<file path="src/ord_params.svh">
// Constants for the output routing and driver control register bank.
`ifndef ORD_PARAMS_SVH
`define ORD_PARAMS_SVH

// Register offsets on the control port.
`define ORD_ADDR_SPK_AMP   7'h20
`define ORD_ADDR_ROUTING   7'h23
`define ORD_ADDR_VOL_LP    7'h24
`define ORD_ADDR_VOL_RP    7'h25
`define ORD_ADDR_VOL_SPK   7'h26
`define ORD_ADDR_RSVD_A    7'h27
`define ORD_ADDR_DRV_LP    7'h28
`define ORD_ADDR_DRV_RP    7'h29
`define ORD_ADDR_DRV_SPK   7'h2a
`define ORD_ADDR_RSVD_B    7'h2b

// Reset values.
`define ORD_RST_SPK_AMP    8'h06
`define ORD_RST_ROUTING    8'h00
`define ORD_RST_VOL        8'h7f
`define ORD_RST_DRV_HP     8'h02
`define ORD_RST_DRV_SPK    8'h00
`define ORD_RST_RSVD_A     8'h7f
`define ORD_RST_RSVD_B     8'h00

// Mask that keeps the read-only status bit out of stored writes.
`define ORD_WMASK_STATUS   8'hfe

// Field positions.
`define ORD_LDAC_HI        7
`define ORD_LDAC_LO        6
`define ORD_ANALOG_INPUT_ONE_LEFT      5
`define ORD_ANALOG_INPUT_TWO_LEFT      4
`define ORD_RDAC_HI        3
`define ORD_RDAC_LO        2
`define ORD_ANALOG_INPUT_TWO_RIGHT     1
`define ORD_DIFF           0
`define ORD_VOL_ROUTE      7
`define ORD_VOL_HI         6
`define ORD_VOL_LO         0
`define ORD_PGAIN_HI       6
`define ORD_PGAIN_LO       3
`define ORD_SGAIN_HI       4
`define ORD_SGAIN_LO       3
`define ORD_UNMUTE         2
`define ORD_PD_HIZ         1
`define ORD_SPK_POWER      7

// Field codes.
`define ORD_ROUTE_MIXER    2'b01
`define ORD_ROUTE_PHONE    2'b10
`define ORD_PGAIN_MAX      4'h9

// Channel indices: left phone, right phone, speaker.
`define ORD_CH_LP          0
`define ORD_CH_RP          1
`define ORD_CH_SPK         2
`define ORD_CHANNELS       3

// Gain stepping period.
`define ORD_STEP_NS        1000
`define ORD_CLK_NS         8
`define ORD_STEP_CYCLES    ((`ORD_STEP_NS + `ORD_CLK_NS - 1) / `ORD_CLK_NS)

`endif

</file>
<file path="src/ord_pkg.sv">
// Types shared by the output routing and driver control register bank.
package ord_pkg;
	typedef logic [7:0] ord_byte_t;	// One register byte.
	typedef logic [6:0] ord_vol_t;	// Analog volume code.
	typedef logic [3:0] ord_gain_t;	// Driver gain code.
endpackage

</file>
<file path="src/ord_output_routing_driver_regs.sv">
// Output routing, volume routing and driver gain register bank.
`timescale 1ns/10ps
`include "ord_params.svh"

// Behaviour
// - Left converter field: none, mixer, phone driver.
// - Bit 5 routes input one to left mixer.
// - Bit 4 routes input two to left mixer.
// - Right converter field: none, mixer, phone driver.
// - Bit 1 routes input two to right mixer.
// - Bit 0 feeds left driver into right driver.
// - Phone volume bit 7 connects volume to driver.
// - Seven-bit volume codes reset to all ones.
// - Speaker volume bit 7 connects left volume.
// - Left phone gain 0 to 9 dB.
// - Right phone gain 0 to 9 dB.
// - Phone bit 2 unmutes; reset leaves muted.
// - Phone bit 1 selects high-impedance power-down.
// - Left phone done flag when gains applied.
// - Right phone done flag when gains applied.
// - Speaker gain codes give 6 to 24 dB.
// - Speaker bit 2 unmutes; reset leaves muted.
// - Speaker done flag when gains applied.
// - Amplifier bit 7 powers speaker driver up.
module ord_output_routing_driver_regs #(
	parameter int STEP_CYCLES = `ORD_STEP_CYCLES	// Cycles per gain step.
) (
	input  wire logic                 clock,
	input  wire logic                 reset_n,
	input  wire logic                 clk_en,
	input  wire logic                 reg_write,
	input  wire logic [6:0]           reg_addr,
	input  wire ord_pkg::ord_byte_t   reg_wdata,
	output ord_pkg::ord_byte_t        reg_rdata,
	output logic                      left_dac_to_mixer,
	output logic                      left_dac_to_phone,
	output logic                      ain_one_to_left_mixer,
	output logic                      ain_two_to_left_mixer,
	output logic                      right_dac_to_mixer,
	output logic                      right_dac_to_phone,
	output logic                      ain_two_to_right_mixer,
	output logic                      left_to_right_phone,
	output logic [2:0]                volume_route,
	output ord_pkg::ord_vol_t [2:0]   applied_volume,
	output ord_pkg::ord_gain_t [2:0]  applied_gain,
	output logic [2:0]                driver_unmute,
	output logic [1:0]                phone_pd_hiz,
	output logic                      speaker_power_up,
	output logic [2:0]                gain_done
);
	localparam int CW = $clog2(STEP_CYCLES);	// Step counter width.

	// Refuse a step period that the counter cannot serve.
	if (STEP_CYCLES < 2) begin : g_check
		$error("STEP_CYCLES must be at least 2");
	end

	ord_pkg::ord_byte_t        routing;		// Mixer routing register.
	ord_pkg::ord_byte_t        spk_amp;		// Speaker amplifier control.
	ord_pkg::ord_byte_t [2:0]  vol;		// Volume registers.
	ord_pkg::ord_byte_t [2:0]  drv;		// Driver registers.
	logic [CW-1:0]             step_cnt;		// Gain step timer.
	ord_pkg::ord_byte_t        next_routing;
	ord_pkg::ord_byte_t        next_spk_amp;
	ord_pkg::ord_byte_t [2:0]  next_vol;
	ord_pkg::ord_byte_t [2:0]  next_drv;
	ord_pkg::ord_byte_t        next_rdata;
	logic [CW-1:0]             next_step_cnt;
	logic                      step_tick;		// One step of every ramp.
	logic [7:0]                next_route_flags;	// Decoded routing.
	logic [2:0]                next_volume_route;
	logic [2:0]                next_unmute;
	logic [1:0]                next_hiz;

	// Register writes, read mux and decoded control outputs.
	always_comb begin
		next_routing = routing;
		next_spk_amp = spk_amp;
		next_vol = vol;
		next_drv = drv;
		// Writes land only on the writable registers.
		if (reg_write) begin
			if (reg_addr == `ORD_ADDR_ROUTING) begin
				next_routing = reg_wdata;
			end else if (reg_addr == `ORD_ADDR_SPK_AMP) begin
				next_spk_amp = reg_wdata & `ORD_WMASK_STATUS;
			end else if (reg_addr == `ORD_ADDR_VOL_LP) begin
				next_vol[`ORD_CH_LP] = reg_wdata;
			end else if (reg_addr == `ORD_ADDR_VOL_RP) begin
				next_vol[`ORD_CH_RP] = reg_wdata;
			end else if (reg_addr == `ORD_ADDR_VOL_SPK) begin
				next_vol[`ORD_CH_SPK] = reg_wdata;
			end else if (reg_addr == `ORD_ADDR_DRV_LP) begin
				next_drv[`ORD_CH_LP] = reg_wdata & `ORD_WMASK_STATUS;
			end else if (reg_addr == `ORD_ADDR_DRV_RP) begin
				next_drv[`ORD_CH_RP] = reg_wdata & `ORD_WMASK_STATUS;
			end else if (reg_addr == `ORD_ADDR_DRV_SPK) begin
				next_drv[`ORD_CH_SPK] = reg_wdata & `ORD_WMASK_STATUS;
			end
		end
		// Read data shows stored fields plus the live done flags.
		next_rdata = 8'h00;
		if (reg_addr == `ORD_ADDR_ROUTING) begin
			next_rdata = routing;
		end else if (reg_addr == `ORD_ADDR_SPK_AMP) begin
			next_rdata = spk_amp;
		end else if (reg_addr == `ORD_ADDR_VOL_LP) begin
			next_rdata = vol[`ORD_CH_LP];
		end else if (reg_addr == `ORD_ADDR_VOL_RP) begin
			next_rdata = vol[`ORD_CH_RP];
		end else if (reg_addr == `ORD_ADDR_VOL_SPK) begin
			next_rdata = vol[`ORD_CH_SPK];
		end else if (reg_addr == `ORD_ADDR_RSVD_A) begin
			next_rdata = `ORD_RST_RSVD_A;
		end else if (reg_addr == `ORD_ADDR_DRV_LP) begin
			next_rdata = {drv[`ORD_CH_LP][7:1], gain_done[`ORD_CH_LP]};
		end else if (reg_addr == `ORD_ADDR_DRV_RP) begin
			next_rdata = {drv[`ORD_CH_RP][7:1], gain_done[`ORD_CH_RP]};
		end else if (reg_addr == `ORD_ADDR_DRV_SPK) begin
			next_rdata = {drv[`ORD_CH_SPK][7:1], gain_done[`ORD_CH_SPK]};
		end else if (reg_addr == `ORD_ADDR_RSVD_B) begin
			next_rdata = `ORD_RST_RSVD_B;
		end
		// Reserved routing code 11 connects nothing.
		next_route_flags[0] = next_routing[`ORD_LDAC_HI:`ORD_LDAC_LO]
			== `ORD_ROUTE_MIXER;
		next_route_flags[1] = next_routing[`ORD_LDAC_HI:`ORD_LDAC_LO]
			== `ORD_ROUTE_PHONE;
		next_route_flags[2] = next_routing[`ORD_ANALOG_INPUT_ONE_LEFT];
		next_route_flags[3] = next_routing[`ORD_ANALOG_INPUT_TWO_LEFT];
		next_route_flags[4] = next_routing[`ORD_RDAC_HI:`ORD_RDAC_LO]
			== `ORD_ROUTE_MIXER;
		next_route_flags[5] = next_routing[`ORD_RDAC_HI:`ORD_RDAC_LO]
			== `ORD_ROUTE_PHONE;
		next_route_flags[6] = next_routing[`ORD_ANALOG_INPUT_TWO_RIGHT];
		next_route_flags[7] = next_routing[`ORD_DIFF];
		// Volume stage connection and driver state per channel.
		for (int i = 0; i < `ORD_CHANNELS; i++) begin
			next_volume_route[i] = next_vol[i][`ORD_VOL_ROUTE];
			next_unmute[i] = next_drv[i][`ORD_UNMUTE];
		end
		next_volume_route[`ORD_CH_SPK] =
			next_vol[`ORD_CH_SPK][`ORD_VOL_ROUTE];
		next_unmute[`ORD_CH_SPK] =
			next_drv[`ORD_CH_SPK][`ORD_UNMUTE];
		next_hiz[0] = next_drv[`ORD_CH_LP][`ORD_PD_HIZ];
		next_hiz[1] = next_drv[`ORD_CH_RP][`ORD_PD_HIZ];
	end

	// Registers for the register file and its decoded outputs.
	always_ff @(posedge clock or negedge reset_n) begin
		if (!reset_n) begin
			routing <= `ORD_RST_ROUTING;
			spk_amp <= `ORD_RST_SPK_AMP;
			vol <= {3{`ORD_RST_VOL}};
			drv <= {`ORD_RST_DRV_SPK, `ORD_RST_DRV_HP, `ORD_RST_DRV_HP};
			reg_rdata <= 8'h00;
			{left_to_right_phone, ain_two_to_right_mixer,
				right_dac_to_phone, right_dac_to_mixer,
				ain_two_to_left_mixer, ain_one_to_left_mixer,
				left_dac_to_phone, left_dac_to_mixer} <= 8'h00;
			volume_route <= 3'h0;
			driver_unmute <= 3'h0;
			phone_pd_hiz <= 2'h3;
			speaker_power_up <= 1'b0;
		end else if (clk_en) begin
			routing <= next_routing;
			spk_amp <= next_spk_amp;
			vol <= next_vol;
			drv <= next_drv;
			reg_rdata <= next_rdata;
			{left_to_right_phone, ain_two_to_right_mixer,
				right_dac_to_phone, right_dac_to_mixer,
				ain_two_to_left_mixer, ain_one_to_left_mixer,
				left_dac_to_phone, left_dac_to_mixer} <= next_route_flags;
			volume_route <= next_volume_route;
			driver_unmute <= next_unmute;
			phone_pd_hiz <= next_hiz;
			speaker_power_up <= next_spk_amp[`ORD_SPK_POWER];
		end
	end

	// Step timer: every ramp moves one code per period.
	always_comb begin
		step_tick = step_cnt == CW'(STEP_CYCLES - 1);
		next_step_cnt = step_tick ? '0 : step_cnt + 1'b1;
	end

	// Register the step timer.
	always_ff @(posedge clock or negedge reset_n) begin
		if (!reset_n) begin
			step_cnt <= '0;
		end else if (clk_en) begin
			step_cnt <= next_step_cnt;
		end
	end

	// Per-channel gain ramps and their done flags.
	for (genvar ch = 0; ch < `ORD_CHANNELS; ch++) begin : g_chan
		ord_pkg::ord_vol_t   vol_target;	// Programmed volume.
		ord_pkg::ord_gain_t  gain_target;	// Programmed driver gain.
		ord_pkg::ord_vol_t   next_av;
		ord_pkg::ord_gain_t  next_ag;
		logic                next_done;

		// Step applied values toward the newest programmed ones.
		always_comb begin
			vol_target = next_vol[ch][`ORD_VOL_HI:`ORD_VOL_LO];
			if (ch == `ORD_CH_SPK) begin
				gain_target = {2'b00,
					next_drv[ch][`ORD_SGAIN_HI:`ORD_SGAIN_LO]};
			end else if (next_drv[ch][`ORD_PGAIN_HI:`ORD_PGAIN_LO]
					> `ORD_PGAIN_MAX) begin
				gain_target = `ORD_PGAIN_MAX;
			end else begin
				gain_target = next_drv[ch][`ORD_PGAIN_HI:`ORD_PGAIN_LO];
			end
			next_av = applied_volume[ch];
			next_ag = applied_gain[ch];
			if (step_tick) begin
				if (next_av < vol_target) begin
					next_av = next_av + 1'b1;
				end else if (next_av > vol_target) begin
					next_av = next_av - 1'b1;
				end
				if (next_ag < gain_target) begin
					next_ag = next_ag + 1'b1;
				end else if (next_ag > gain_target) begin
					next_ag = next_ag - 1'b1;
				end
			end
			// Judged against the new target, so a write clears it.
			next_done = (next_av == vol_target)
				&& (next_ag == gain_target);
		end

		// Register the applied values and done flag.
		always_ff @(posedge clock or negedge reset_n) begin
			if (!reset_n) begin
				// The stored reset byte carries the route bit; keep the code.
				applied_volume[ch] <= ord_pkg::ord_vol_t'(`ORD_RST_VOL);
				applied_gain[ch] <= 4'h0;
				gain_done[ch] <= 1'b1;
			end else if (clk_en) begin
				applied_volume[ch] <= next_av;
				applied_gain[ch] <= next_ag;
				gain_done[ch] <= next_done;
			end
		end
	end
endmodule // ord_output_routing_driver_regs

</file>
<file path="config.mk">
export PLATFORM = sky130hd
export DESIGN_NAME = ord_output_routing_driver_regs
export DESIGN_NICKNAME = d
export VERILOG_FILES = /design/src/ord_pkg.sv /design/src/ord_output_routing_driver_regs.sv
export VERILOG_INCLUDE_DIRS = /design/src
export SDC_FILE = /design/constraint.sdc
export NUM_CORES = 1
export LEC_CHECK = 0
export BUFFER_PORTS_ARGS = -buffer_cell sky130_fd_sc_hd__buf_2
export CELL_PAD_IN_SITES_DETAIL_PLACEMENT = 0
export CELL_PAD_IN_SITES_GLOBAL_PLACEMENT = 2
export CORE_ASPECT_RATIO = 0.8
export CORE_MARGIN = 1
export CORE_UTILIZATION = 38
export DETAILED_ROUTE_END_ITERATION = 7
export GPL_TIMING_DRIVEN = 0
export PLACE_DENSITY = 0.81
export SLEW_MARGIN = 25
export SYNTH_ARGS = -nofsm -noshare
export SYNTH_HDL_FRONTEND = slang
export SYNTH_SLANG_ARGS = --single-unit
</file>
<file path="constraint.sdc">
create_clock -name clock -period 3.8 [get_ports clock]
set_input_delay 0.76 -clock clock [delete_from_list [all_inputs] [get_ports clock]]
set_output_delay 0.76 -clock clock [all_outputs]
set_load 0.005 [all_outputs]
</file>
Word-level counts from Yosys, hierarchy flattened

Index checks and enable logic that the tools add are counted.

Logic and storage cells: 149
Register bits: 127
Input port bits: 19

Bitwise logic cells: 7
Reduce and logical (&&, ||, !) cells: 7
Equal/unequal tests: 20
$add $sub $neg: 13
Multiplexer cells: 54
Magnitude comparators: 14

Operators by type and width:

| cell                                                | number |
|---|---|
| two-way mux 8 bit                                   | 20 |
| two-way mux 21 bit                                  | 6 |
| two-way mux 24 bit                                  | 3 |
| two-way mux 7 bit                                   | 10 |
| equality test 7 x 6 -> 1 bit, second input constant | 9 |
| two-way mux 4 bit                                   | 11 |
| adder 7 x 1 -> 7 bit, second input constant         | 4 |
| equality test 7 bit                                 | 3 |
| > comparator 7 bit                                  | 3 |
| < comparator 7 bit                                  | 3 |
| subtractor 7 x 1 -> 7 bit, second input constant    | 3 |
| two-way mux 16 bit                                  | 1 |
| two-way mux 13 bit                                  | 1 |
| adder 4 x 1 -> 4 bit, second input constant         | 3 |
| subtractor 4 x 1 -> 4 bit, second input constant    | 3 |
| two-way mux 5 bit                                   | 2 |
| AND reduction 10 bit                                | 1 |
| AND reduction 9 bit                                 | 1 |
| equality test 4 bit                                 | 2 |
| > comparator 4 bit                                  | 2 |
| > comparator 4 bit, second input constant           | 2 |
| < comparator 4 bit                                  | 2 |
| AND reduction 8 bit                                 | 1 |
| equality test 7 bit, second input constant          | 1 |
| 8 further kinds                                     | 18 |

Depth between registers and ports, before layout

Depth after elaboration: 18
Depth in mapped cells: 15

Worst setup path after synthesis

Ideal clock, no wire load.

Kind: in2reg
From: in reg_addr[2]
To: reg gain_done[0]
Required time: 3.711 ns
Path slack: -0.057 ns
Arrival time: 3.768 ns
Buffers on the path: 2
Stages on the path: 14
Cell sequence: buf_2 > or4bb_1 > nor3_1 > a21oi_1 > ha_1 > and4_1 > and4_1 > clkbuf_1 > a211o_1 > or4_1 > o21ai_0 > xnor2_1 > nand3_1 > o32ai_2

Word-level cells in the longest chain between the ends: 16

Ends and longest elaborated chain:

| what                                          | line                                  | source |
|---|---|---|
| start, declared                               | ord_output_routing_driver_regs.sv:32  | `input wire logic [6:0] reg_addr,` |
| equality test 7 x 6 -> 1 bit (no source line) | n/a                                   |  |
| two-way mux 8 bit                             | ord_output_routing_driver_regs.sv:93  | `` end else if (reg_addr == `ORD_ADDR_DRV_LP) begin `` |
| two-way mux 21 bit                            | ord_output_routing_driver_regs.sv:91  | `` end else if (reg_addr == `ORD_ADDR_VOL_SPK) begin `` |
| two-way mux 21 bit                            | ord_output_routing_driver_regs.sv:89  | `` end else if (reg_addr == `ORD_ADDR_VOL_RP) begin `` |
| two-way mux 21 bit                            | ord_output_routing_driver_regs.sv:87  | `` end else if (reg_addr == `ORD_ADDR_VOL_LP) begin `` |
| two-way mux 21 bit                            | ord_output_routing_driver_regs.sv:85  | `` end else if (reg_addr == `ORD_ADDR_SPK_AMP) begin `` |
| two-way mux 21 bit                            | ord_output_routing_driver_regs.sv:83  | `` if (reg_addr == `ORD_ADDR_ROUTING) begin `` |
| two-way mux 21 bit                            | ord_output_routing_driver_regs.sv:82  | `if (reg_write) begin` |
| > comparator 4 bit (no source line)           | n/a                                   |  |
| two-way mux 4 bit                             | ord_output_routing_driver_regs.sv:212 | `` end else if (next_drv[ch][`ORD_PGAIN_HI:`ORD_PGAIN_LO] `` |
| > comparator 4 bit                            | ord_output_routing_driver_regs.sv:228 | `end else if (next_ag > gain_target) begin` |
| two-way mux 4 bit                             | ord_output_routing_driver_regs.sv:228 |  |
| two-way mux 4 bit                             | ord_output_routing_driver_regs.sv:226 | `if (next_ag < gain_target) begin` |
| two-way mux 4 bit                             | ord_output_routing_driver_regs.sv:220 | `if (step_tick) begin` |
| equality test 4 bit                           | ord_output_routing_driver_regs.sv:234 | `&& (next_ag == gain_target);` |
| logical AND 1 bit (*)                         | ord_output_routing_driver_regs.sv:234 |  |
| end signal, assigned by index                 | ord_output_routing_driver_regs.sv:247 | `gain_done[ch] <= next_done;` |
| end, declared                                 | ord_output_routing_driver_regs.sv:49  | `output logic [2:0] gain_done` |

Every way passes the cells marked *; elsewhere a longest branch is shown, timed or not.
A chain may end at the register's enable or synchronous reset.

Worst setup path after layout

Same ends and word-level chain as after synthesis.

==> metrics.md <==
| Metric | Value |
|---|---|
| Outcome | finished with violations |
| Failing checks | design-rule violations |
| Flops & latches, synth | about 120 |
| Max incr delay on CP | 0.38 ns |
| Post-synthesis simple-gate area fraction | 0.1636 |
| CP endpoint kind | register |
| P_leak | roughly 4.2 nW |
| Hold Violations, Final | 0 |
| Layout Cells excl Fill | 1,234 |
| Starting Density | 0.3892 |
| Initial antenna violation count | 0 |
| Drt first-iter violations | 601 |
| DRT Wirelength | 25.42 mm |
| R2R depth | 8 |
| Placed instance count | 1,195 |
| Synth area leaders | dfrtp_1 20%, dfstp_2 16%, mux2_2 8.5% |
| Detail Route Antenna Nets | 0 |
| Antenna cell count | 0 |
| Clock buffer depth | 2 |
| Core area | 20,820 µm² |
| Drt pass-1 iters | 7 |
| Root buffer cell | clkbuf_16 |
| Die area | 21,910 µm² |
| Peak supply drop | 0.2210 mV |
| Synth cell types | 76 |
| FF-to-FF End | applied_volume[13] |
| CP Max Fanout | 10 |
| Syn-to-layout area delta | 20.22% |
| Clock tree sinks | 115 |
| WP data arrival | 4.04 ns |
| Final Critical Period | roughly 3.7 ns |
| Finished Core Util | 0.4678 |
| Cells along the critical path | buf_2 -> buf_4 -> nor3b_4 -> nand3_4 -> buf_4 -> mux2i_4 -> ha_1 -> nand3b_1 -> a21bo_2 -> a211o_1 -> o32a_1 -> o21ai_1 -> and4_1 -> nand3_1 -> o32ai_2 |
| Fillers | 2,042 |
| R2R Path Start | step_cnt[4] |
| Most frequent cells in the layout | 82 x buf_2, 66 x dfrtp_1, 64 x xnor2_1 |
| Slew @ Worst Pin | slightly below 0.9 ns |
| CTS tree | done |
| Gate count of the mapped netlist | between 800 and 900 |
| Pwr Density | 404.6 nW/µm² |
| Synth top area share | 0.2039 |
| Vias in the first global route | 6,347 |
| Detailed placer's ending HPWL | 18.67 mm |
| Design area | 9739 µm² |
| Slew Viols, Final | 0 |
| Share of cells above drive strength 1 | 0.2953 |
| Multiplexer share of the synthesized area | 0.1345 |
| Die Y | 132.6 µm |
| RSZ-0062 raised after global routing | true |
| Gr usage total | 0.2394 |
| Most used DFF post-synth | dfrtp_1 |
| Type of origin of the critical path | input pin |
| Vias | ~7,000 |
| Max cap viols | 0 |
| Sequential area share after synthesis | 0.3628 |
| Syn avg cell area | 9.554 µm² |
| Compound-Gate Fraction of Synth Area | 0.1404 |
| Xor and xnor area share after synthesis | 0.08710 |
| GR Overflow Total | 0 |
| Commonest non-fill, non-tap cell in the layout | buf_2 |
| H-tree depth | 4 |
| Worst path bufs/invs | 3 |
| Wire length of the first global-routing pass | 38.94 mm |
| DIE WIDTH | about 170 µm |
| Critical path's slowest cell | a211o_1 |
| Post-synthesis cell area | 8102 µm² |
| Adder-Cell Fraction of Synth Area | 0.06950 |
| DRC | 8 |
| Crit path required time | 4.14 ns |
| Ports | 80 |
| FF-to-FF setup slack | 0.28 ns |
| FFs w/ async S/R, synth | 1.000 |
| # setup viols final | 0 |
| Min-delay worst type | in -> async |
| Tcrit/Tclk final | 0.9747 |
| Placed instance area | approximately 8900 µm² |
| Routed len/inst | 20.60 µm |
| Number of flops mapped to enable cells by yosys | 0 |
| Largest family of logic cells by synthesized area | simple AND/OR/NAND/NOR gates |
| Syn nets | 912 |
| Warnings, synthesis | 0 |
| Setup Skew | 0.009939 ns |
| Via-to-Cell Ratio | 5.558 |
| Hold-fix buffers, CTS | 0 |
| CP delay by family, top | compound AO/OA/AOI/OAI gates |
| Area leader, netlist | dfrtp_1 |
| Largest net degree at the start of global routing | 84 |
| Total CTS buffers | 17 |
| Clk pin slew, worst setup/hold paths | ~0.06 ns |
| IO Port Bufs | 77 |
| Crit Path Class | in -> reg |
| Fmax | 270.0 MHz |
| Site Rows | 47 |
| Most Frequent Cell on Critical Path | buf_4 |
| Net count, final | 1,016 |
| Clk_lat worst skew | 0.43 ns |
| GPL Wtd Cong | 0.8663 |
| Max transition margin | 0.4166 |
## routing by layer
layer  vias up  global-route usage  part of all wire
met3        19             0.04577             0.044
met1      3377              0.3786              0.52
met4         0             0.05556             0.011
met2       174              0.3275              0.42
met5         -                   0                 0
li1       3288                   -                 -
## metrics by stage
step                power (mW)  hold WS, ns  TNS [ns]  setup WS [ns]
floorplan                1.912       0.4496         0        0.02644
global placement         2.158       0.4642    -6.548        -0.9237
detailed placement       2.168       0.4681    -5.096        -0.7739
CTS                      3.947       0.1931         0       0.003039
global route             4.121       0.1892  -0.06340       -0.06340
finish                   3.940       0.1786         0        0.09599
## where the power goes
group / internal (mW) / switching (mW)
clock network: 1.11 / 0.652
logic: 0.299 / 0.428
registers: 1.34 / 0.111
total: 2.75 / 1.19
## registers in the layout, summed over array words and instances (netlist names)
register	count
vol	21
step_cnt	7
spk_amp	7
routing	8
applied_gain	12
drv	18
left_dac_to_phone	1
right_dac_to_phone	1
gain_done	3
reg_rdata	8
phone_pd_hiz	1
right_dac_to_mixer	1
applied_volume	21
driver_unmute	2
left_dac_to_mixer	1
volume_route	3
## cell usage after synthesis, drive strengths merged (10+ instances only)
master   n
buf     21
clkbuf  28
o21ai   45
mux2i   39
o22ai   12
dfrtp   66
inv     30
nor2b   10
a21oi   56
nand3   34
and3    11
nor3    22
ha      45
nor2    53
dfstp   49
xnor2   64
mux2    61
xor2    14
nand4   13
nand2   56
## cell type report
class	instances	area (µm²)	share of cell area
Multi-Input combinational cell	653	4987	0.5121
Buffer	48	230.2	0.02364
Tap cell	269	336.6	0.03456
Clock inverter	14	203.9	0.02094
Timing Repair Buffer	86	495.5	0.05087
Inverter	31	117.6	0.01208
Clock buffer	18	429.2	0.04406
Sequential cell	115	2939	0.3018
## how the worst max path moves through the flow
stage	startpoint	endpoint	slack (ns)	depth (start not counted)
CTS	reg_addr[3]	gain_done[0]	0.003	14
global route	reg_addr[2]	gain_done[0]	-0.06	15
detailed placement	reg_wdata[6]	gain_done[0]	-0.77	14
finish	reg_addr[2]	gain_done[0]	0.1	15
floorplan	reg_addr[4]	gain_done[0]	0.03	13
global placement	reg_addr[4]	gain_done[2]	-0.92	14
## logic make-up after synthesis
family	count (synthesis)
AND/OR/NAND/NOR	250
AO/OA/AOI/OAI	179
flip-flops	115
multiplexers	100
buffers and inverters	80
XOR/XNOR	79
adder cells (fa/ha/maj)	45
## timing repair
item                                   4_1_cts  5_1_grt
pin swaps                                    2        4
resized for setup                           15       22
endpoints found under the hold margin        0        0
setup endpoints to repair                    4        3
setup buffers                                4        4
Power figures use the tool's default switching activity.
